## src/inc/cpfm_pkg.sv

```systemverilog
// Package of constants and carrier types for the critical pin fault monitor
`default_nettype none
package cpfm_pkg;

  // Clock rate and timing
  localparam int unsigned CLK_FREQ_MHZ     = 125;
  localparam int unsigned HVG_CHECK_DLY_US = 10;
  localparam int unsigned HVG_CHECK_CYC    = HVG_CHECK_DLY_US * CLK_FREQ_MHZ;
  localparam int unsigned RESTART_HOLD_US  = 20;
  localparam int unsigned RESTART_HOLD_CYC = RESTART_HOLD_US * CLK_FREQ_MHZ;

  // Fault counting
  localparam int unsigned OV_PULSE_LIMIT   = 3;

  // Fault cause field positions
  localparam int unsigned CAUSE_HVG_LOW    = 0;
  localparam int unsigned CAUSE_HVG_OV     = 1;
  localparam int unsigned CAUSE_PROG_OPEN  = 2;
  localparam int unsigned CAUSE_PROG_SHORT = 3;
  localparam int unsigned CAUSE_W          = 4;
  localparam logic [3:0]  CAUSE_RESET      = 4'h0;

  // Comparator results from the analog front end
  typedef struct packed {
    logic gate_ctl_below_12v;
    logic gate_ctl_above_ov;
  } cpfm_gate_sense_s;

  // Current window result for one timing-programming pin
  typedef struct packed {
    logic cur_below_range;
    logic cur_above_range;
  } cpfm_prog_sense_s;

  typedef enum logic [2:0] {
    ST_OFF,
    ST_SETTLE,
    ST_RUN,
    ST_RESTART
  } cpfm_state_e;

endpackage
`default_nettype wire

```

## src/hdl/cpfm_monitor.sv

```systemverilog
// Critical pin fault monitor: gate-control pin and programming pin checks
`timescale 1ns/1ps
`default_nettype none
// Summary of operation
// RULE1: After supply turn-on, regulate the gate-control pin toward 11 V before pulsing.
// RULE2: Ten microseconds after turn-on, gate-control below 12 V forces one restart, no pulses.
// RULE3: While switching, compare gate-control pin against 13.8 V every cycle.
// RULE4: Overvoltage on three consecutive gate pulses stops switching and forces one restart.
// RULE5: After turn-on, bias each timing pin and measure its outgoing current.
// RULE6: Current below range means open pin; above range means shorted pin.
// RULE7: Open or shorted timing pin causes exactly one restart cycle.
// RULE8: A gate pulse ending without overvoltage clears the consecutive count.
module cpfm_monitor
  import cpfm_pkg::*;
#(
  parameter int unsigned CHECK_CYC   = HVG_CHECK_CYC,
  parameter int unsigned RESTART_CYC = RESTART_HOLD_CYC,
  parameter int unsigned OV_LIMIT    = OV_PULSE_LIMIT
)
(
  input  wire logic             clk,
  input  wire logic             resetn,
  input  wire logic             supply_on,
  input  wire cpfm_gate_sense_s gate_sense,
  input  wire logic             low_side_gate_pulse,
  input  wire cpfm_prog_sense_s magnetizing_sense,
  input  wire cpfm_prog_sense_s transition_sense,
  output logic                  gate_ctl_reg_en_q,
  output logic                  prog_bias_en_q,
  output logic                  switch_enable_q,
  output logic                  restart_q,
  output logic [CAUSE_W-1:0]    fault_cause_q
);

  // ****************************************
  // State and counters
  // ****************************************
  cpfm_state_e state_q;
  logic [15:0] tmr_q;
  logic [1:0]  ov_cnt_q;
  logic        pulse_q;
  logic        ov_seen_q;
  logic        check_now;
  logic        pulse_end;
  logic        mag_open;
  logic        mag_short;
  logic        trz_open;
  logic        trz_short;
  logic        prog_fault;
  logic        hvg_low_fault;
  logic        ov_fault;

  assign check_now     = (state_q == ST_SETTLE) && (tmr_q == 16'(CHECK_CYC - 1));
  assign pulse_end     = pulse_q && !low_side_gate_pulse;
  assign prog_fault    = mag_open | mag_short | trz_open | trz_short;
  // RULE2 startup low check
  assign hvg_low_fault = check_now && gate_sense.gate_ctl_below_12v;
  // RULE4 three consecutive overvoltage
  assign ov_fault      = pulse_end && ov_seen_q && (ov_cnt_q == 2'(OV_LIMIT - 1));

  // ****************************************
  // Programming pin classifiers
  // ****************************************
  // RULE5 sample pin currents
  cpfm_prog_check u_mag
  (
    .clk     (clk),
    .resetn  (resetn),
    .sample  (check_now),
    .sense   (magnetizing_sense),
    .open_q  (mag_open),
    .short_q (mag_short)
  );

  cpfm_prog_check u_trz
  (
    .clk     (clk),
    .resetn  (resetn),
    .sample  (check_now),
    .sense   (transition_sense),
    .open_q  (trz_open),
    .short_q (trz_short)
  );

  // ****************************************
  // Sequencer
  // ****************************************
  always_ff @(posedge clk or negedge resetn)
  begin
    if (!resetn)
    begin
      state_q <= ST_OFF;
      tmr_q   <= 16'h0000;
    end
    else
    begin
      case (state_q)
        ST_OFF:
        begin
          tmr_q <= 16'h0000;
          if (supply_on)
            state_q <= ST_SETTLE;
        end
        ST_SETTLE:
        begin
          tmr_q <= tmr_q + 16'h0001;
          if (hvg_low_fault)
          begin
            state_q <= ST_RESTART;
            tmr_q   <= 16'h0000;
          end
          else if (check_now)
            state_q <= ST_RUN;
        end
        ST_RUN:
        begin
          // RULE7 one restart per fault
          if (prog_fault || ov_fault)
          begin
            state_q <= ST_RESTART;
            tmr_q   <= 16'h0000;
          end
        end
        ST_RESTART:
        begin
          tmr_q <= tmr_q + 16'h0001;
          if (tmr_q == 16'(RESTART_CYC - 1))
            state_q <= ST_OFF;
        end
        default:
          state_q <= ST_OFF;
      endcase
    end
  end

  // ****************************************
  // Overvoltage counting per pulse
  // ****************************************
  always_ff @(posedge clk or negedge resetn)
  begin
    if (!resetn)
    begin
      pulse_q   <= 1'b0;
      ov_seen_q <= 1'b0;
      ov_cnt_q  <= 2'h0;
    end
    else
    begin
      pulse_q <= low_side_gate_pulse;
      if (state_q != ST_RUN)
      begin
        ov_seen_q <= 1'b0;
        ov_cnt_q  <= 2'h0;
      end
      else
      begin
        // RULE3 compare each cycle
        if (low_side_gate_pulse && gate_sense.gate_ctl_above_ov)
          ov_seen_q <= 1'b1;
        else if (pulse_end)
          ov_seen_q <= 1'b0;
        if (pulse_end)
        begin
          // RULE8 clean pulse clears
          if (!ov_seen_q)
            ov_cnt_q <= 2'h0;
          else if (ov_cnt_q != 2'(OV_LIMIT - 1))
            ov_cnt_q <= ov_cnt_q + 2'h1;
        end
      end
    end
  end

  // ****************************************
  // Outputs
  // ****************************************
  always_ff @(posedge clk or negedge resetn)
  begin
    if (!resetn)
    begin
      gate_ctl_reg_en_q <= 1'b0;
      prog_bias_en_q    <= 1'b0;
      switch_enable_q   <= 1'b0;
      restart_q         <= 1'b0;
    end
    else
    begin
      // RULE1 regulate before pulses
      gate_ctl_reg_en_q <= (state_q == ST_SETTLE) || (state_q == ST_RUN);
      prog_bias_en_q    <= (state_q == ST_SETTLE);
      switch_enable_q   <= (state_q == ST_RUN) && !prog_fault && !ov_fault;
      restart_q         <= (state_q == ST_RESTART);
    end
  end

  always_ff @(posedge clk or negedge resetn)
  begin
    if (!resetn)
      fault_cause_q <= CAUSE_RESET;
    else if (state_q == ST_OFF && supply_on)
      fault_cause_q <= CAUSE_RESET;
    else
    begin
      if (hvg_low_fault)
        fault_cause_q[CAUSE_HVG_LOW] <= 1'b1;
      if (ov_fault && state_q == ST_RUN)
        fault_cause_q[CAUSE_HVG_OV] <= 1'b1;
      if ((mag_open || trz_open) && state_q == ST_RUN)
        fault_cause_q[CAUSE_PROG_OPEN] <= 1'b1;
      if ((mag_short || trz_short) && state_q == ST_RUN)
        fault_cause_q[CAUSE_PROG_SHORT] <= 1'b1;
    end
  end

  // ****************************************
  // Assertions
  // ****************************************
  a_no_early_switch: assert property (@(posedge clk) disable iff (!resetn) // RULE1
    switch_enable_q |-> gate_ctl_reg_en_q)
    else $error("Switching without gate-control regulation");
  a_low_restart: assert property (@(posedge clk) disable iff (!resetn) // RULE2
    hvg_low_fault |=> ##1 (restart_q && !switch_enable_q))
    else $error("Low gate-control pin did not force restart");
  a_ov_count: assert property (@(posedge clk) disable iff (!resetn) // RULE3
    (state_q == ST_RUN && pulse_end && ov_seen_q && ov_cnt_q == 2'h0) |=> ov_cnt_q == 2'h1)
    else $error("Overvoltage pulse not counted");
  a_ov_restart: assert property (@(posedge clk) disable iff (!resetn) // RULE4
    (state_q == ST_RUN && ov_fault) |=> !switch_enable_q ##1 restart_q)
    else $error("Third overvoltage pulse did not restart");
  a_bias_check: assert property (@(posedge clk) disable iff (!resetn) // RULE5
    check_now |-> prog_bias_en_q)
    else $error("Pin current sampled without bias");
  a_prog_restart: assert property (@(posedge clk) disable iff (!resetn) // RULE7
    (state_q == ST_RUN && prog_fault) |=> ##1 restart_q)
    else $error("Programming pin fault did not restart");
  a_single_restart: assert property (@(posedge clk) disable iff (!resetn) // RULE7
    $fell(restart_q) |-> !restart_q [*2])
    else $error("Restart repeated without new start-up");
  a_clean_clear: assert property (@(posedge clk) disable iff (!resetn) // RULE8
    (state_q == ST_RUN && pulse_end && !ov_seen_q) |=> ov_cnt_q == 2'h0)
    else $error("Clean pulse did not clear count");

  c_run: cover property (@(posedge clk) disable iff (!resetn) switch_enable_q);
  c_low: cover property (@(posedge clk) disable iff (!resetn) hvg_low_fault);
  c_ov: cover property (@(posedge clk) disable iff (!resetn) ov_fault && state_q == ST_RUN);
  c_prog: cover property (@(posedge clk) disable iff (!resetn) prog_fault && state_q == ST_RUN);

endmodule
`default_nettype wire

```

## src/hdl/cpfm_prog_check.sv

```systemverilog
// Open/short classifier for one timing-programming pin
`timescale 1ns/1ps
`default_nettype none
module cpfm_prog_check
  import cpfm_pkg::*;
(
  input  wire logic             clk,
  input  wire logic             resetn,
  input  wire logic             sample,
  input  wire cpfm_prog_sense_s sense,
  output logic                  open_q,
  output logic                  short_q
);

  // RULE6 classify open short
  always_ff @(posedge clk or negedge resetn)
  begin
    if (!resetn)
    begin
      open_q  <= 1'b0;
      short_q <= 1'b0;
    end
    else if (sample)
    begin
      open_q  <= sense.cur_below_range;
      short_q <= sense.cur_above_range;
    end
    else
    begin
      open_q  <= 1'b0;
      short_q <= 1'b0;
    end
  end

  a_open_class: assert property (@(posedge clk) disable iff (!resetn) // RULE6
    sample && sense.cur_below_range |=> open_q)
    else $error("Low pin current not classed as open");
  a_short_class: assert property (@(posedge clk) disable iff (!resetn) // RULE6
    sample && sense.cur_above_range |=> short_q)
    else $error("High pin current not classed as short");

endmodule
`default_nettype wire

```

## config.mk

```make
export PLATFORM = sky130hd
export DESIGN_NAME = cpfm_monitor
export DESIGN_NICKNAME = d
export VERILOG_FILES = /design/src/inc/cpfm_pkg.sv /design/src/hdl/cpfm_monitor.sv /design/src/hdl/cpfm_prog_check.sv
export SDC_FILE = /design/constraint.sdc
export NUM_CORES = 1
export LEC_CHECK = 0
export BUFFER_PORTS_ARGS = -buffer_cell sky130_fd_sc_hd__buf_2
export CAP_MARGIN = 40
export CORE_ASPECT_RATIO = 0.6
export CORE_MARGIN = 5
export CORE_UTILIZATION = 50
export DETAILED_ROUTE_END_ITERATION = 10
export PLACE_DENSITY = 0.72
export SLEW_MARGIN = 0
export SYNTH_ARGS = -nofsm -noshare
export SYNTH_HDL_FRONTEND = slang
export SYNTH_SLANG_ARGS = --single-unit
```

## constraint.sdc

```tcl
create_clock -name clk -period 6.55 [get_ports clk]
set_input_delay 0.655 -clock clk [delete_from_list [all_inputs] [get_ports clk]]
set_output_delay 0.655 -clock clk [all_outputs]
set_load 0.01 [all_outputs]
```

==> results_dict.tcl <==
set metrics [dict create \
    status "finished clean" \
    stdcell_count 240 \
    synth_most_common_cell "dfrtp_1" \
    max_slew.worst_pin.slew_ps 768 \
    yosysSeqAreaShare 0.490 \
    ios 18 \
    fin_crit_sh 0.367 \
    die_area_um2 4790 \
    p_leak_nw 0.902 \
    critPathMaxStageDelay_ps 560 \
    yosysTopAreaCellShare 0.490 \
    ant_nets 0 \
    synth_edf_count 0 \
    drc 0 \
    core-area_um2 3300 \
    ff2ff_setup_slack_ps 4150 \
    ys_seq_elements 34 \
    worstSetupPathType "reg2reg" \
    rr_worst_depth 5 \
    synth_ff_type "dfrtp_1" \
    fmax_ghz 0.416 \
    htreeDepth 2 \
    hold_class "in2async" \
    routed_wl_um 3840 \
    die_h_um 55.6 \
    rsz0062_at_grt "no" \
    root_buffer "clkbuf_8" \
    hold_viol 0 \
    r2r-end "state_q[1]$_DFFE_PN0P_" \
    pre_cts_ws_ps 4170 \
    synth_top_family_by_area "simple AND/OR/NAND/NOR gates" \
    synthAdderAreaFrac 0.0505 \
    clk_pin_slew_ps 70 \
    dr.pass1.iters 4 \
    synth_xor_area_frac 0 \
    grt_pass1_wl_um 6320 \
    critPathSlowestCell "or4_4" \
    path_max_fanout 7 \
    antenna_found_initial 0 \
    peakVddDrop_mv 0.114 \
    fin_hold_ws_ps 436 \
    grt_pass1_vias 1332 \
    path_buf_inv 0 \
    finalSetupViolations 0 \
    setup_tns_ps 0 \
    yosysTopAreaCell "dfrtp_1" \
    wl_per_cell_um 16.0 \
    critPathTopFamily "simple AND/OR/NAND/NOR gates" \
    crit_chain "or4_4 -> nor4_2 -> o221ai_1 -> a21oi_1 -> mux2_2" \
    endpoint_kind "flip-flop" \
    synth-compound-area-share 0.181 \
    grt_max_degree 35 \
    post_cts_resized 0 \
    vias 1418 \
    async_flop_share 1.00 \
    syn_area_um2 1740 \
    vias_per_cell 5.91 \
    maxSlewHeadroom 0.488 \
    fin_ws_ps 4150 \
    yosys.area_share.simple 0.228 \
    cts_buffers 5 \
    rows 16 \
    cts_setup_buffers 0 \
    io_buffers 17 \
    synth_common_cells "dfrtp_1 (34), inv_1 (15), a21oi_1 (14)" \
    clk_latency_ps 290 \
    yosys_warnings 0 \
    startpoint_type "flip-flop" \
    clk_path_buf_depth 2 \
    dp.cells 232 \
    worst_ep_required_time_ps 6730 \
    start_util 0.525 \
    p_per_area_nw_per_um2 196 \
    min_period_ps 2400 \
    die_w_um 86.1 \
    area_delta_synth_final_pct 12.3 \
    layout.nets 211 \
    synth.net_count 190 \
    skew_ps 3.22 \
    final_util 0.590 \
    syn-instance-count 173 \
    grt_use_total 0.170 \
    num_antenna_cells 0 \
    gp_congestion 0.831 \
    drive_above_1_share 0.174 \
    overflow 0 \
    maxCapViolations 0 \
    r2r_start "tmr_q[12]$_DFFE_PN0P_" \
    clock-sinks 34 \
    holdBufCountCts 0 \
    yosys-top-cells-area "dfrtp_1 (49%), ha_1 (5.0%), a21oi_1 (4.0%), inv_1 (3.2%), o21ai_0 (2.6%)" \
    syn_area_per_cell_um2 10.0 \
    synth_mux_area_frac 0.00649 \
    hpwl_um 2730 \
    cts_tree "built" \
    drtIter0Drc 195 \
    worstPathArrival_ps 2580 \
    slew_violations 0 \
    synth_cell_types 46 \
]
[layout make-up]
cell class | instances | area (um^2)
clock buffers | 7 | 86.3
clock inverters | 1 | 5.00
fillers | 300 | 1360
inverters | 15 | 56.3
multi-input cells | 121 | 808
flip-flops and latches | 34 | 851
well taps | 45 | 56.3
repair buffers | 17 | 85.1
[flip-flops by register name, indices dropped and copies added, names as in the netlist]
register           flops
u_mag.short_q          1
prog_bias_en_q         1
gate_ctl_reg_en_q      1
restart_q              1
u_trz.open_q           1
tmr_q                 16
u_trz.short_q          1
fault_cause_q          4
switch_enable_q        1
ov_seen_q              1
u_mag.open_q           1
pulse_q                1
state_q                2
ov_cnt_q               2
[per-stage QoR]
| stage | power, mW | area [um^2] |
|---|---|---|
| finish | 0.381 | 1950 |
| global route | 0.395 | 1950 |
| CTS | 0.385 | 1950 |
| detailed placement | 0.223 | 1860 |
| global placement | 0.223 | 1860 |
| floorplan | 0.216 | 1740 |
[where the power goes]
group	internal (mW)	total, mW	switching, mW
Sequential	0.210	0.210	0.000156
Clock	0.0848	0.162	0.0777
Combinational	0.00259	0.00861	0.00602
Total	0.298	0.381	0.0838
[layer usage]
metal	wire length (um)	part of all wire	global-route usage	vias to the layer above
met2	1640	0.43	0.227	38
met4	48	0.013	0.0790	0
met1	1940	0.51	0.250	699
met3	208	0.054	0.0473	6
li1	-	-	-	675
met5	0	0	0	-
[placed cells by master, fill, tap and decap left out, types with 3 or more instances in the layout]
master and n:
buf_2 17, dfrtp_1 34, a21oi_1 14, nor3_1 3
nand2_1 11, or3_2 3, ha_1 7, o31ai_1 5
inv_1 15, and3_1 7, nor2_1 6, nand4b_1 3
clkbuf_8 6, o21ai_0 9, nor2b_1 4, nand3_1 8
nand4_1 4, and2_1 3
[how the worst max path moves through the flow]
stage | from | to | slack (ps) | cells after the start
3_5_place_dp | tmr_q[12]$_DFFE_PN0P_ | state_q[1]$_DFFE_PN0P_ | 4170 | 5
6_report | tmr_q[12]$_DFFE_PN0P_ | state_q[1]$_DFFE_PN0P_ | 4150 | 5
3_3_place_gp | tmr_q[12]$_DFFE_PN0P_ | tmr_q[14]$_DFFE_PN0P_ | 4260 | 5
2_1_floorplan | tmr_q[12]$_DFFE_PN0P_ | state_q[1]$_DFFE_PN0P_ | 4390 | 5
5_1_grt | tmr_q[12]$_DFFE_PN0P_ | state_q[1]$_DFFE_PN0P_ | 4050 | 5
4_1_cts | tmr_q[12]$_DFFE_PN0P_ | state_q[1]$_DFFE_PN0P_ | 4170 | 5
[kinds of logic (layout without fill, tap and decap cells)]
group | count (synthesis) | in the layout
buffers and inverters | 18 | 40
AOI/OAI and AO/OA | 47 | 47
and+or+nand+nor | 66 | 66
adders and majority gates | 7 | 7
DFF | 34 | 34
muxes | 1 | 1
Note: power is estimated with default switching activity, not from simulation.
